File: src/pkg/acr_pkg.sv
// Constants, field layout and state codes of the aux converter readout block
package acr_pkg;

  // ---------------------------------------------------------------------------
  // Frame and result geometry
  // ---------------------------------------------------------------------------
  localparam int FRAME_BITS = 16;
  localparam int RES_BITS = 10;
  localparam int HOLD_BITS = 6;
  localparam int SUM_BITS = 15;
  localparam int CONV_EDGES = 12;
  localparam logic [4:0] FRAME_CNT = 5'h10;
  localparam logic [4:0] SHIFT_DONE_CNT = 5'h0f;
  localparam logic [3:0] EDGE_LAST = 4'hb;

  // ---------------------------------------------------------------------------
  // Instruction layout
  // ---------------------------------------------------------------------------
  localparam int ADDR_LSB = 12;
  localparam int START_POS = 0;
  localparam int INSEL_LSB = 2;
  localparam int AVG_LSB = 4;
  localparam int DIV_LSB = 7;
  localparam int MODE_POS = 10;
  localparam logic [3:0] AUX_ADDR = 4'h5;
  localparam logic [3:0] NULL_ADDR = 4'hf;

  // ---------------------------------------------------------------------------
  // Reset values and limits
  // ---------------------------------------------------------------------------
  localparam logic [2:0] DIV_RST = 3'h0;
  localparam logic [2:0] AVG_RST = 3'h0;
  localparam logic [1:0] INSEL_RST = 2'h0;
  localparam logic MODE_RST = 1'b0;
  localparam logic [2:0] AVG_CAP = 3'h5;
  localparam logic [1:0] AVG_CAP_CODE = 2'h3;

  // ---------------------------------------------------------------------------
  // Readout state codes
  // ---------------------------------------------------------------------------
  typedef enum logic [4:0] {
    ST_IDLE = 5'h01,
    ST_BUSY = 5'h02,
    ST_READY = 5'h04,
    ST_SHIFT = 5'h08,
    ST_LOCK = 5'h10
  } acr_state_t;

endpackage

File: src/pkg/acr_seq_if.sv
// Link between the readout control and the conversion sequencer
`timescale 1ns/1ps
interface acr_seq_if;
  logic [2:0] div_sel;
  logic run;
  logic sample;
  logic pass_done;
  modport ctrl (output div_sel, output run, input sample, input pass_done);
  modport seq (input div_sel, input run, output sample, output pass_done);
endinterface

File: src/acr_conv_seq.sv
// Conversion clock divider and per-pass edge sequencer
`timescale 1ns/1ps
module acr_conv_seq (
  input wire logic clk,
  input wire logic rstn,
  acr_seq_if.seq sif
);

  // ---------------------------------------------------------------------------
  // Divider and edge counter
  // ---------------------------------------------------------------------------
  logic [6:0] pre;
  logic [6:0] next_pre;
  logic [3:0] edge_cnt;
  logic [3:0] next_edge_cnt;
  logic [6:0] lim;
  logic tick;

  // Power-of-two divisor from the select code
  assign lim = 7'((8'h01 << sif.div_sel) - 8'h01);
  assign tick = sif.run && (pre == lim);
  assign sif.sample = tick && (edge_cnt == 4'h0);
  assign sif.pass_done = tick && (edge_cnt == acr_pkg::EDGE_LAST);

  // Next counts; both rest at zero while idle
  always_comb begin
    next_pre = pre;
    next_edge_cnt = edge_cnt;
    if (!sif.run) begin
      next_pre = 7'h00;
      next_edge_cnt = 4'h0;
    end else if (tick) begin
      next_pre = 7'h00;
      next_edge_cnt = sif.pass_done ? 4'h0 : 4'(edge_cnt + 4'h1);
    end else begin
      next_pre = 7'(pre + 7'h01);
    end
  end

  // Register the counts
  always_ff @(posedge clk or negedge rstn) begin
    if (!rstn) begin
      pre <= 7'h00;
      edge_cnt <= 4'h0;
    end else begin
      pre <= next_pre;
      edge_cnt <= next_edge_cnt;
    end
  end
endmodule

File: src/acr_readout.sv
// Aux converter control, conversion sequencing and serial result readout
`timescale 1ns/1ps
module acr_readout (
  input wire logic clk,
  input wire logic rstn,
  input wire logic sclk,
  input wire logic cs_wake_n,
  input wire logic din,
  input wire logic [9:0] adc_code,
  output logic dout,
  output logic dout_oe,
  output logic [1:0] input_sel,
  output logic [2:0] avg_sel,
  output logic [2:0] clk_div_sel,
  output logic result_output_mode_bit,
  output logic conv_start_bit,
  output logic adc_sample,
  output logic [9:0] adc_result,
  output logic lockout
);

  // ---------------------------------------------------------------------------
  // Declarations
  // ---------------------------------------------------------------------------
  acr_pkg::acr_state_t state;
  acr_pkg::acr_state_t next_state;
  acr_pkg::acr_state_t st_a;
  logic sclk_q;
  logic cs_q;
  logic [15:0] rx_shift;
  logic [15:0] next_rx_shift;
  logic [4:0] rx_cnt;
  logic [4:0] next_rx_cnt;
  logic [15:0] tx_shift;
  logic [15:0] next_tx_shift;
  logic [4:0] tx_cnt;
  logic [4:0] next_tx_cnt;
  logic [1:0] next_input_sel;
  logic [2:0] next_avg_sel;
  logic [2:0] next_clk_div_sel;
  logic next_mode;
  logic start_mode;
  logic next_start_mode;
  logic [2:0] run_avg;
  logic [2:0] next_run_avg;
  logic [5:0] pass_cnt;
  logic [5:0] next_pass_cnt;
  logic [14:0] acc;
  logic [14:0] next_acc;
  logic [14:0] sum;
  logic [9:0] next_result;
  logic next_dout;
  logic next_dout_oe;
  logic cs_fall;
  logic cs_rise;
  logic sclk_rise;
  logic sclk_fall;
  logic frame_ok;
  logic cmd_hit;
  logic cmd_start;
  logic [2:0] avg_eff;
  logic [5:0] pass_last;

  acr_seq_if sif ();

  // ---------------------------------------------------------------------------
  // Conversion sequencer
  // ---------------------------------------------------------------------------
  acr_conv_seq u_seq (
    .clk(clk),
    .rstn(rstn),
    .sif(sif)
  );

  assign sif.div_sel = clk_div_sel;
  assign sif.run = (state == acr_pkg::ST_BUSY);
  assign adc_sample = sif.sample;

  // ---------------------------------------------------------------------------
  // Serial edge detection and instruction decode
  // ---------------------------------------------------------------------------
  assign cs_fall = cs_q && !cs_wake_n;
  assign cs_rise = !cs_q && cs_wake_n;
  assign sclk_rise = !sclk_q && sclk && !cs_wake_n;
  assign sclk_fall = sclk_q && !sclk && !cs_wake_n;
  assign frame_ok = cs_rise && (rx_cnt == acr_pkg::FRAME_CNT);
  // Address 1111 never decodes to a register
  assign cmd_hit = frame_ok && (rx_shift[15:acr_pkg::ADDR_LSB] != acr_pkg::NULL_ADDR)
                   && (rx_shift[15:acr_pkg::ADDR_LSB] == acr_pkg::AUX_ADDR);
  assign cmd_start = rx_shift[acr_pkg::START_POS];

  // Effective averaging code; 11x saturates to 32 passes
  assign avg_eff = (rx_shift[acr_pkg::AVG_LSB + 1 +: 2] == acr_pkg::AVG_CAP_CODE)
                   ? acr_pkg::AVG_CAP : rx_shift[acr_pkg::AVG_LSB +: 3];
  assign pass_last = 6'((7'h01 << run_avg) - 7'h01);
  assign sum = 15'(acc + {5'h00, adc_code});

  // Shift in the instruction on rising serial clock
  always_comb begin
    next_rx_shift = rx_shift;
    next_rx_cnt = rx_cnt;
    if (cs_fall) begin
      next_rx_cnt = 5'h00;
    end else if (sclk_rise) begin
      next_rx_shift = {rx_shift[14:0], din};
      if (rx_cnt != acr_pkg::FRAME_CNT) begin
        next_rx_cnt = 5'(rx_cnt + 5'h01);
      end
    end
  end

  // ---------------------------------------------------------------------------
  // Configuration, conversion and readout state
  // ---------------------------------------------------------------------------
  always_comb begin
    next_state = state;
    next_tx_shift = tx_shift;
    next_tx_cnt = tx_cnt;
    next_input_sel = input_sel;
    next_avg_sel = avg_sel;
    next_clk_div_sel = clk_div_sel;
    next_mode = result_output_mode_bit;
    next_start_mode = start_mode;
    next_run_avg = run_avg;
    next_pass_cnt = pass_cnt;
    next_acc = acc;
    next_result = adc_result;
    st_a = state;
    // Readout frame: load on chip-select fall, advance on falling clock
    unique case (state)
      acr_pkg::ST_READY: begin
        if (cs_fall && result_output_mode_bit) begin
          st_a = acr_pkg::ST_SHIFT;
          next_tx_shift = {adc_result, {acr_pkg::HOLD_BITS{adc_result[0]}}};
          next_tx_cnt = 5'h00;
        end
      end
      acr_pkg::ST_SHIFT: begin
        if (cs_rise) begin
          // Result counts as read only after at least 15 falling serial clocks in the frame
          st_a = (tx_cnt >= acr_pkg::SHIFT_DONE_CNT) ? acr_pkg::ST_IDLE
                 : acr_pkg::ST_READY;
        end else if (sclk_fall) begin
          next_tx_shift = {tx_shift[14:0], tx_shift[0]};
          if (tx_cnt != acr_pkg::FRAME_CNT) begin
            next_tx_cnt = 5'(tx_cnt + 5'h01);
          end
        end
      end
      acr_pkg::ST_BUSY: begin
        // One pass ends; accumulate and finish after the last
        if (sif.pass_done) begin
          next_acc = sum;
          next_pass_cnt = 6'(pass_cnt + 6'h01);
          if (pass_cnt == pass_last) begin
            next_result = 10'(sum >> run_avg);
            st_a = acr_pkg::ST_READY;
          end
        end
      end
      acr_pkg::ST_IDLE, acr_pkg::ST_LOCK: begin
      end
    endcase
    next_state = st_a;
    // Instruction taken at chip-select rise
    if (cmd_hit) begin
      next_input_sel = rx_shift[acr_pkg::INSEL_LSB +: 2];
      next_avg_sel = rx_shift[acr_pkg::AVG_LSB +: 3];
      next_clk_div_sel = rx_shift[acr_pkg::DIV_LSB +: 3];
      next_mode = rx_shift[acr_pkg::MODE_POS];
      unique case (st_a)
        acr_pkg::ST_IDLE: begin
          if (cmd_start) begin
            next_state = acr_pkg::ST_BUSY;
            next_start_mode = rx_shift[acr_pkg::MODE_POS];
            next_run_avg = avg_eff;
            next_pass_cnt = 6'h00;
            next_acc = 15'h0000;
          end
        end
        acr_pkg::ST_READY, acr_pkg::ST_SHIFT: begin
          // Unread result blocks a start; after a mode-0 start it locks
          if (cmd_start && !start_mode) begin
            next_state = acr_pkg::ST_LOCK;
          end
        end
        acr_pkg::ST_LOCK: begin
          if (!cmd_start) begin
            next_state = acr_pkg::ST_IDLE;
          end
        end
        acr_pkg::ST_BUSY: begin
        end
      endcase
    end
  end

  // Data-out level and enable follow the next state
  always_comb begin
    next_dout = 1'b0;
    next_dout_oe = 1'b0;
    unique case (next_state)
      acr_pkg::ST_BUSY: begin
        next_dout = 1'b1;
        next_dout_oe = 1'b1;
      end
      acr_pkg::ST_READY: begin
        next_dout_oe = 1'b1;
      end
      acr_pkg::ST_SHIFT: begin
        next_dout = next_tx_shift[15];
        next_dout_oe = 1'b1;
      end
      acr_pkg::ST_IDLE, acr_pkg::ST_LOCK: begin
        next_dout_oe = 1'b0;
      end
    endcase
  end

  // Register all state
  always_ff @(posedge clk or negedge rstn) begin
    if (!rstn) begin
      state <= acr_pkg::ST_IDLE;
      sclk_q <= 1'b0;
      cs_q <= 1'b1;
      rx_shift <= 16'h0000;
      rx_cnt <= 5'h00;
      tx_shift <= 16'h0000;
      tx_cnt <= 5'h00;
      input_sel <= acr_pkg::INSEL_RST;
      avg_sel <= acr_pkg::AVG_RST;
      clk_div_sel <= acr_pkg::DIV_RST;
      result_output_mode_bit <= acr_pkg::MODE_RST;
      start_mode <= 1'b0;
      run_avg <= 3'h0;
      pass_cnt <= 6'h00;
      acc <= 15'h0000;
      adc_result <= 10'h000;
      dout <= 1'b0;
      dout_oe <= 1'b0;
    end else begin
      state <= next_state;
      sclk_q <= sclk;
      cs_q <= cs_wake_n;
      rx_shift <= next_rx_shift;
      rx_cnt <= next_rx_cnt;
      tx_shift <= next_tx_shift;
      tx_cnt <= next_tx_cnt;
      input_sel <= next_input_sel;
      avg_sel <= next_avg_sel;
      clk_div_sel <= next_clk_div_sel;
      result_output_mode_bit <= next_mode;
      start_mode <= next_start_mode;
      run_avg <= next_run_avg;
      pass_cnt <= next_pass_cnt;
      acc <= next_acc;
      adc_result <= next_result;
      dout <= next_dout;
      dout_oe <= next_dout_oe;
    end
  end

  // Start bit reads back as running; lockout shows disabled data-out
  assign conv_start_bit = (state == acr_pkg::ST_BUSY);
  assign lockout = (state == acr_pkg::ST_LOCK);
endmodule

File: config.mk
export PLATFORM = sky130hd
export DESIGN_NAME = acr_readout
export DESIGN_NICKNAME = d
export VERILOG_FILES = /design/src/pkg/acr_pkg.sv /design/src/pkg/acr_seq_if.sv /design/src/acr_conv_seq.sv /design/src/acr_readout.sv
export SDC_FILE = /design/constraint.sdc
export NUM_CORES = 1
export LEC_CHECK = 0
export BUFFER_PORTS_ARGS = -buffer_cell sky130_fd_sc_hd__buf_2
export CORE_UTILIZATION = 40
export DETAILED_ROUTE_END_ITERATION = 16
export GPL_TIMING_DRIVEN = 0
export REMOVE_ABC_BUFFERS = 1
export SLEW_MARGIN = 5
export SYNTH_ARGS = -nofsm -noshare
export SYNTH_HDL_FRONTEND = slang
export SYNTH_SLANG_ARGS = --single-unit
File: constraint.sdc
create_clock -name clk -period 3.8 [get_ports clk]
set_input_delay 0.38 -clock clk [delete_from_list [all_inputs] [get_ports clk]]
set_output_delay 0.38 -clock clk [all_outputs]
set_load 0.01 [all_outputs]
==> summary.md, run 1 <==
| Metric | Value |
|---|---|
| N_diodes | 0 |
| Total Routing Usage GR | 0.185 |
| Reg2reg start | run_avg[0] |
| MaxCap Viol Count | 0 |
| Fillers | 1,400 |
| Drt total wl | 13,600 um |
| Slew HR | 0.359 |
| Setup TNS | 0 ns |
| Largest cells by area after synthesis | dfrtp_1 (43%), nand2_1 (5.8%), ha_1 (4.1%) |
| Fraction of layout cells with a size suffix above 1 | 0.158 |
| Worst setup path start | run_avg[0] |
| DR iter-0 viols | 368 |
| Ports | 39 |
| Critical path data required time | 4.01 ns |
| Slowest cell delay on critical path | 0.57 ns |
| Num CTS Buffers | 9 |
| Routability cong. | 0.879 |
| Hold slack | 0.124 ns |
| Die span in y | 125 um |
| Finished Cell Area | 6770 um^2 |
| Crit-path cells | clkinvlp_4, buf_6, nand3_1, ha_1, nor4b_1, a311o_1, xnor2_2, o2111ai_4, o31a_1, buf_4, o41ai_1, o31ai_2, xor2_1, nand4b_1 |
| Final Hold Viols | 0 |
| Hold WC Path Type | input pin to async pin |
| Pin count of the biggest net entering global routing | 63 |
| Core Rows | 44 |
| Place WS | -0.464 ns |
| Clock sink count | 106 |
| Top cells by count, synth | dfrtp_1 (104), nand2_1 (93), nor2_1 (61) |
| WP buf/inv | 3 |
| DRT Pass-1 Iters | 11 |
| Crit-path max FO | 14 |
| Die area | 15,600 um^2 |
| Die width | 125 um |
| H-tree levels | 3 |
| F_max | 272 MHz |
| Initial antenna violation count | 0 |
| Top-count cell post-synth | dfrtp_1 |
| Worst Skew | 0.0107 ns |
| Via count | 4,831 |
| Sequential fraction of the synthesis area | 0.440 |
| Initial Util | 0.412 |
| Power Density | 332 nW/um^2 |
| Vias in the first global route | 4,741 |
| Worst-skew pair later-pin latency | 0.36 ns |
| Grt ovf | 0 |
| Netlist cell types | 75 |
| CTS tree | yes |
| CP max-delay cell | dfrtp_4 |
| Final nets | 709 |
| #FFs+latches synth | 106 |
| YS warnings | 0 |
| Sequential cell area | 2660 um^2 |
| Residual DRC | 4 |
| Failing checks | design-rule violations |
| Mapped Area | 6040 um^2 |
| Yosys top cell area share | 0.431 |
| Worst-case clock buffer depth | 2 |
| Drt wl/cell | 15.7 um |
| Root Buffer | clkbuf_16 |
| Yosys top cell by area | dfrtp_1 |
| Post-Synthesis Cells | 644 |
| Min Tclk post-route | 3.68 ns |
| Setup ws final | 0.122 ns |
| Number of synthesized flops with an enable pin | 0 |
| Largest delay share family, worst path | compound AO/OA/AOI/OAI gates |
| Max rail drop VDD | 210 uV |
| Worst slew pin tran | 0.958 ns |
| DP HPWL | 9550 um |
| Number of vias per cell | 5.60 |
| CP Launch Type | register |
| Final Util | 0.462 |
| Core ar. | 14,600 um^2 |
| Number of port buffers | 38 |
| Routed Antenna Nets | 0 |
| Final setup viols | 0 |
| CP endpoint kind | register |
| Synthesized area per cell | 9.37 um^2 |
| Footprint of the multi-input gates | 3210 um^2 |
| CP arrival | 3.89 ns |
| Ys flop type | dfrtp_1 |
| Async set-reset flop share out of synthesis | 1.00 |
| Status | finished, violations left |
| Layout area overhead | 12.2% |
| Count of final max-slew check failures | 0 |
| Final period util | 0.968 |
| Placed instance area | 6390 um^2 |
| Leak | 3.00 nW |
| Worst-path clk slew | 0.08 ns |
| First-pass GRT wire length | 23,200 um |
| Critical path class | register to register |
## path summary, 6_finish.rpt
check / cells after the start / slack [ns] / to
worst max-delay path: 14 / 0.12 / dout_oe
max in group asynchronous: 2 / 2.97 / run_avg[2]
worst max register to register: 14 / 0.12 / dout_oe
worst min-delay path: 1 / 0.12 / u_seq.pre[3]
min in group clk: 1 / 0.15 / cs_q
worst min register to register: 2 / 0.46 / input_sel[0]
## flip-flops by register name, summed over array words and instances, names as in the netlist, 2 cells and up
register        cells
rx_shift           16
rx_cnt              5
run_avg             3
state               5
u_seq.edge_cnt      4
avg_sel             3
adc_result         10
acc                15
clk_div_sel         3
tx_shift           16
tx_cnt              5
input_sel           2
u_seq.pre           7
pass_cnt            6
## metal layers
metal / vias up / GRT usage / part of all wire
met3: 19 / 0.0369 / 0.036
met1: 2342 / 0.244 / 0.48
met5: - / 0 / 0
met4: 0 / 0.0753 / 0.016
met2: 94 / 0.296 / 0.47
li1: 2376 / - / -
## stage by stage
step / total power [W] / cells
after floorplan: 0.00131 / 617
after global placement: 0.00137 / 839
after detailed placement: 0.00138 / 841
after CTS: 0.00228 / 858
after global routing: 0.00235 / 862
final: 0.00225 / 862
## worst reg2reg max path, stage by stage, from the launching register on
cell and delay [ns]:
dfrtp_4 0.57, clkinvlp_4 0.12, buf_6 0.17, nand3_1 0.10, ha_1 0.26, nor4b_1 0.31
a311o_1 0.21, xnor2_2 0.15, o2111ai_4 0.18, o31a_1 0.42, buf_4 0.17, o41ai_1 0.40
o31ai_2 0.18, xor2_1 0.16, nand4b_1 0.15
## logic make-up after synthesis
group | Yosys count | synth area share
mux | 34 | 0.0630
xor+xnor | 31 | 0.0462
flops | 106 | 0.440
compound gates | 157 | 0.184
simple gates | 240 | 0.185
fa+ha+maj | 21 | 0.0448
buf+inv | 55 | 0.0369
## where the power goes
part | internal [W] | switching, W | leakage, nW | total [W]
registers | 0.00116 | 0.0000313 | 1.31 | 0.00119
logic | 0.0000723 | 0.0000960 | 1.56 | 0.000168
clock network | 0.000446 | 0.000440 | 0.132 | 0.000887
total | 0.00168 | 0.000567 | 3.00 | 0.00225
## timing repair
action	4_1_cts	5_1_grt
resized for setup	4	11
setup endpoints to repair	36	30
pin swaps	0	3
buffers inserted	1	4
hold buffers	0	0
cloned	0	0
## cell type report
class / instances / share of cell area
timing repair buffer: 45 / 0.0408
clock inverter: 6 / 0.00647
multi-input combinational: 483 / 0.474
clock buffer: 10 / 0.0338
tap: 184 / 0.0340
inverter: 28 / 0.0172
sequential: 106 / 0.393
## cell usage in the layout (no fill, tap or decap), drive strengths merged, types with 3 or more instances in the layout
cell and count:
a21oi 36, mux2i 11, o31ai 5, a222oi 10
and3 8, a21boi 3, nand2 94, or4 3
nor2b 6, ha 20, nor4 4, dfrtp 104
nor3 15, a31oi 4, or3 8, a21o 6
o21a 7, buf 45, nor2 61, clkinvlp 4
o31a 5, mux2 22, inv 25, clkinv 5
o21ai 34, xnor2 16, a221o 6, clkbuf 10
nand3 17, a211oi 9, xor2 15, nand2b 4
o211ai 4, nand4 9
Note: power is estimated with default switching activity, not from simulation.
==> inputs of run 2 (changes only) <==
--- a/config.mk
+++ b/config.mk
@@ -6,6 +6,7 @@
 export NUM_CORES = 1
 export LEC_CHECK = 0
 export BUFFER_PORTS_ARGS = -buffer_cell sky130_fd_sc_hd__buf_2
+export CORE_MARGIN = 10
 export CORE_UTILIZATION = 40
 export DETAILED_ROUTE_END_ITERATION = 16
 export GPL_TIMING_DRIVEN = 0
==> summary.md, run 2 (same netlist as run 1, synthesis figures left out) <==
| Metric | Value |
|---|---|
| Largest delay share family, worst path | compound AO/OA/AOI/OAI gates |
| Ports | 39 (unchanged) |
| Critical path data required time | 3.42 ns (-0.59 ns) |
| Total Routing Usage GR | 0.137 (-0.0470) |
| Most common cell after layout, fill and taps aside | dfrtp_1 |
| Crit-path cells | clkinvlp_4, nor2_1, nand2_1, ha_1, o211a_1, a311o_1, xnor2_2, o2111ai_2, o31a_1, nor3_1, buf_2 |
| Routed Antenna Nets | 0 (unchanged) |
| Reg2Reg Setup Slack | 0.24 ns (+0.12 ns) |
| Die span in y | 143 um (+14%) |
| Drt wl/cell | 15.9 um (+0.85%) |
| Final setup viols | 0 (unchanged) |
| Num CTS Buffers | 9 (unchanged) |
| CP arrival | 3.20 ns (-0.69 ns) |
| Final nets | 714 (+0.71%) |
| Core ar. | 14,600 um^2 (unchanged) |
| Commonest non-fill, non-tap cells in the layout | dfrtp_1 (101), nand2_1 (93), nor2_1 (61), buf_2 (37), a21oi_1 (36) |
| Final period util | 0.943 (-0.0252) |
| Worst-skew pair later-pin latency | 0.35 ns (about the same) |
| CP endpoint kind | output port |
| DRT Pass-1 Iters | 5 (-6) |
| CP max-delay cell | dfrtp_4 |
| Fraction of layout cells with a size suffix above 1 | 0.158 (+0.000309) |
| Reg-to-reg endpoint | dout_oe |
| Final Hold Viols | 0 (unchanged) |
| Status | completed |
| Pwr Total | 0.00232 W (+3.4%) |
| Power Density | 340 nW/um^2 (+2.6%) |
| Worst Skew | 0.00572 ns (-0.00500 ns) |
| Via count | 4,828 (-0.062%) |
| WP buf/inv | 2 (-1) |
| Finished Cell Area | 6820 um^2 (+0.72%) |
| Count of final max-slew check failures | 0 (unchanged) |
| Number of port buffers | 38 (unchanged) |
| Number of vias per cell | 5.57 (-0.64%) |
| Max rail drop VDD | 207 uV (-1.5%) |
| Die area | 20,400 um^2 (+31%) |
| Initial Util | 0.412 (unchanged) |
| Leak | 3.04 nW (+1.3%) |
| N_diodes | 0 (unchanged) |
| Initial antenna violation count | 0 (unchanged) |
| Post-cts hold buffer count | 0 (unchanged) |
| Residual DRC | 0 (-4) |
| Place WS | -0.570 ns (-0.106 ns) |
| Crit-path max FO | 13 (-1) |
| Drt total wl | 13,800 um (+1.4%) |
| Die width | 143 um (+14%) |
| Fillers | 1,405 (+0.36%) |
| Clock sink count | 106 (unchanged) |
| Placed instance area | 6400 um^2 (about the same) |
| Worst slew pin tran | 1.27 ns (+0.314 ns) |
| CTS tree | yes |
| Grt ovf | 0 (unchanged) |
| Largest regs | rx_shift (16), tx_shift (16), acc (15) |
| Setup ws final | 0.218 ns (+0.0956 ns) |
| DP HPWL | 9770 um (+2.3%) |
| First-pass GRT wire length | 23,300 um (+0.42%) |
| Vias in the first global route | 4,728 (-0.27%) |
| F_max | 279 MHz (+2.7%) |
| Layout area overhead | 13.0% |
| Routability cong. | 0.893 (+1.6%) |
| Reg2Reg Depth | 13 (-1) |
| Slew HR | 0.149 (-0.210) |
| CP Launch Type | register |
| Worst setup path start | run_avg[0] |
| Min Tclk post-route | 3.58 ns (-0.0956 ns) |
| RSZ-0062 raised after global routing | false |
| H-tree levels | 3 (unchanged) |
| Worst-path clk slew | 0.07 ns (about the same) |
| Worst-case clock buffer depth | 2 (unchanged) |
| DR iter-0 viols | 319 (-13%) |
| Pin count of the biggest net entering global routing | 64 (+1.6%) |
| Slowest cell delay on critical path | 0.53 ns (-0.04 ns) |
| Root Buffer | clkbuf_16 |
| Core Rows | 44 (unchanged) |
| Hold WC Path Type | input pin to async pin |
| Critical path class | register to output port |
| MaxCap Viol Count | 0 (unchanged) |
| Reg2reg start | run_avg[0] |
## run 2: changes by cell type in the layout (fill, tap and decap cells not counted), sizes merged
cell	change
buf	+5
clkinv	-5
clkbuf	+3
bufinv	+1
inv	+1
## run 2: where the power goes
group	switching, W	leakage, nW	internal (W)	total [W]
clock	0.000415	0.146	0.000550	0.000965
combinational	0.0000952	1.58	0.0000714	0.000167
sequential	0.0000297	1.31	0.00116	0.00119
total	0.000540	3.04	0.00178	0.00232
## run 2: worst reg2reg max path, cell delays in order, from the launching register on
cell and delay [ns]:
dfrtp_4 0.53, clkinvlp_4 0.14, nor2_1 0.17, nand2_1 0.09, ha_1 0.23, o211a_1 0.14, a311o_1 0.35, xnor2_2 0.16
o2111ai_2 0.20, o31a_1 0.37, o41a_1 0.43, a211oi_4 0.27, xor2_1 0.19, nand4b_1 0.14
## run 2: cell type report
class / count / area, um^2 / share of cell area
multi-input cells: 483 / 3190 / 0.467
inverters: 28 / 116 / 0.0171
clock inverters: 3 / 46.3 / 0.00679
flip-flops and latches: 106 / 2660 / 0.391
well taps: 184 / 230 / 0.0338
clock buffers: 13 / 260 / 0.0382
repair buffers: 50 / 315 / 0.0462
## run 2: stage by stage
step,utilization,hold WS (ns),std cells,TNS (ns)
after floorplan,-,0.0844,617,-0.632
after global placement,0.433,0.447,839,-35.59
after detailed placement,0.437,0.451,841,-11.79
after CTS,0.460,0.145,859,0
after global routing,0.466,0.150,867,0
final,0.466,0.125,867,0
## run 2: per-layer routing
metal  routed length, um  track usage
met5                   0            0
met4                 180       0.0440
met3                 610       0.0332
met2                6660        0.226
met1                6300        0.174
## run 2: repair_timing
| action | CTS | global route |
|---|---|---|
| buffers inserted | 2 | 8 |
| endpoints found under the setup margin | 37 | 30 |
| resized for setup | 5 | 6 |
## run 2: worst max-delay path by stage
stage                            end  cells after the start
after floorplan           run_avg[0]                     12
after global placement    run_avg[1]                     13
after detailed placement     dout_oe                     13
after CTS                    acc[14]                      8
after global routing         dout_oe                     12
final                        lockout                     11
==> inputs of run 3 (changes only) <==
==> constraint.sdc (replaced) <==
create_clock -name clk -period 4.03 [get_ports clk]
set_input_delay 0.403 -clock clk [delete_from_list [all_inputs] [get_ports clk]]
set_output_delay 0.403 -clock clk [all_outputs]
set_load 0.01 [all_outputs]
==> summary.md, run 3 (same netlist as run 1, synthesis figures left out) <==
| Metric | Value |
|---|---|
| CP arrival | 3.29 ns (+0.09 ns) |
| Vias in the first global route | 4,724 (-0.085%) |
| Initial Util | 0.412 (unchanged) |
| Combinational power share | 0.072 (about the same) |
| Final setup viols | 0 (unchanged) |
| Footprint of the multi-input gates | 3180 um^2 (-0.20%) |
| Slew HR | 0.147 (-0.00203) |
| Worst-case clock buffer depth | 2 (unchanged) |
| N_diodes | 0 (unchanged) |
| Switching share of power | 0.233 (+0.000766) |
| Int Power | 0.00168 W (-5.7%) |
| CP endpoint kind | output port |
| Final period util | 0.915 |
| CTS tree | yes |
| Layout area overhead | 12.5% |
| Critical path class | register to output port |
| Setup TNS | 0 ns (unchanged) |
| Drt total wl | 13,700 um (-0.65%) |
| Placed cells | 841 (unchanged) |
| Power Density | 323 nW/um^2 (-5.2%) |
| Final Hold Viols | 0 (unchanged) |
| Worst Skew | 0.00486 ns (-0.000863 ns) |
| Worst slew pin tran | 1.27 ns (+0.00304 ns) |
| Crit-path max FO | 24 (+11) |
| Die span in y | 143 um (unchanged) |
| DP HPWL | 9770 um (unchanged) |
| Setup ws final | 0.342 ns (+0.124 ns) |
| Fraction of layout cells with a size suffix above 1 | 0.153 (-0.00541) |
| Drt wl/cell | 15.8 um (-0.42%) |
| Fillers | 1,405 (unchanged) |
| Post-cts hold buffer count | 0 (unchanged) |
| Routed Antenna Nets | 0 (unchanged) |
| Place WS | -0.340 ns (+0.230 ns) |
| Final Util | 0.464 (-0.00188) |
| Most common cell after layout, fill and taps aside | dfrtp_1 |
| CP Launch Type | register |
| Hold WC Path Type | input pin to async pin |
| Core Rows | 44 (unchanged) |
| Max rail drop VDD | 196 uV (-5.3%) |
| F_max | 271 MHz |
| Root Buffer | clkbuf_16 |
| Largest regs | rx_shift (16), tx_shift (16), acc (15) |
| Pin count of the biggest net entering global routing | 64 (unchanged) |
| Clock Power Share | 0.416 (about the same) |
| First-pass GRT wire length | 23,300 um (about the same) |
| Routability cong. | 0.893 (unchanged) |
| Die width | 143 um (unchanged) |
| Worst-skew pair later-pin latency | 0.35 ns (about the same) |
| DR iter-0 viols | 297 (-6.9%) |
| Min Tclk post-route | 3.69 ns |
| Total Routing Usage GR | 0.137 (-0.000140) |
| Sequential cell area | 2660 um^2 (about the same) |
| Fraction of power consumed by sequential logic | 0.512 (about the same) |
| Status | completed |
| RSZ-0062 raised after global routing | false |
| Final Instance Count excl. Fillers | 865 (-0.23%) |
| Core ar. | 14,600 um^2 (unchanged) |
| Number of vias per cell | 5.60 (+0.65%) |
| Number of port buffers | 38 (unchanged) |
| Commonest non-fill, non-tap cells in the layout | dfrtp_1 (101), nand2_1 (93), nor2_1 (61), buf_2 (37), a21oi_1 (36) |
| Clock sink count | 106 (unchanged) |
| H-tree levels | 3 (unchanged) |
| Via count | 4,848 (+0.41%) |
| DRT Pass-1 Iters | 6 (+1) |
| Worst-path clk slew | 0.07 ns (about the same) |
| Die area | 20,400 um^2 (unchanged) |
| Num CTS Buffers | 9 (unchanged) |
| Final nets | 712 (-0.28%) |
| MaxCap Viol Count | 0 (unchanged) |
| Initial antenna violation count | 0 (unchanged) |
| Switching power | 0.000511 W (-5.3%) |
| Count of final max-slew check failures | 0 (unchanged) |
| Critical path data required time | 3.63 ns (+0.21 ns) |
| Grt ovf | 0 (unchanged) |
| Ports | 39 (unchanged) |
| Leak | 3.04 nW (about the same) |
| Residual DRC | 0 (unchanged) |
run 3: cell types whose count changed in the layout (fill, tap and decap cells not counted):
cell        delta
nor4_1         +1
nor4_2         -1
inv_1          +1
buf_4          -2
dfrtp_4        -1
clkinvlp_4     -1
dfrtp_2        +1
run 3: what timing repair did:
action / 4_1_cts / 5_1_grt
setup buffers: 2 / 6
gates resized for setup: 3 / 5
cloned: 0 / 0
setup endpoints to repair: 29 / 22
run 3: final cells by class:
cell class	count	share of cell area
clock buffer	13	0.0383
tap	184	0.0339
inverter	28	0.0166
clock inverter	3	0.00682
sequential	106	0.392
timing repair buffer	48	0.0442
multi-input combinational	483	0.468
run 3: stage by stage:
step / power (W) / area (um^2) / hold WS (ns)
after CTS: 0.00223 / 6730 / 0.168
after floorplan: 0.00124 / 5920 / 0.107
after global routing: 0.00228 / 6790 / 0.173
after global placement: 0.00129 / 6340 / 0.447
after detailed placement: 0.00130 / 6400 / 0.451
final: 0.00219 / 6790 / 0.149
run 3: worst max-delay path: stages, from the launching register on:
cell,delay [ns]
dfrtp_4,0.60
clkinvlp_4,0.17
nor2_1,0.16
nand2_1,0.08
ha_1,0.24
o211a_1,0.14
a311o_1,0.35
xnor2_2,0.16
o2111ai_2,0.20
o31a_1,0.37
nor3_1,0.26
buf_2,0.19
run 3: final timing paths:
check | depth (start not counted) | endpoint | slack (ns) | start
worst max-delay path | 11 | lockout | 0.34 | run_avg[0]
worst min-delay path | 1 | u_seq.pre[2] | 0.15 | rstn
worst max register to register | 13 | dout_oe | 0.36 | run_avg[0]
worst min register to register | 2 | avg_sel[0] | 0.46 | avg_sel[0]
max in group asynchronous | 2 | run_avg[0] | 3.15 | rstn
min in group clk | 1 | cs_q | 0.18 | cs_wake_n
run 3: layer usage:
metal	track usage	vias up	routed length [um]
met2	0.226	72	6640
met3	0.0332	19	585
li1	-	2387	-
met1	0.174	2370	6250
met5	0	-	0
met4	0.0440	0	180
run 3: power groups by stage:
stage | clock network (W) | logic (W) | registers, W
finish | 0.000913 | 0.000157 | 0.00112
global route | 0.000976 | 0.000181 | 0.00113
CTS | 0.000944 | 0.000160 | 0.00112
detailed placement | 0 | 0.000160 | 0.00114
global placement | 0 | 0.000153 | 0.00114
floorplan | 0 | 0.000102 | 0.00113
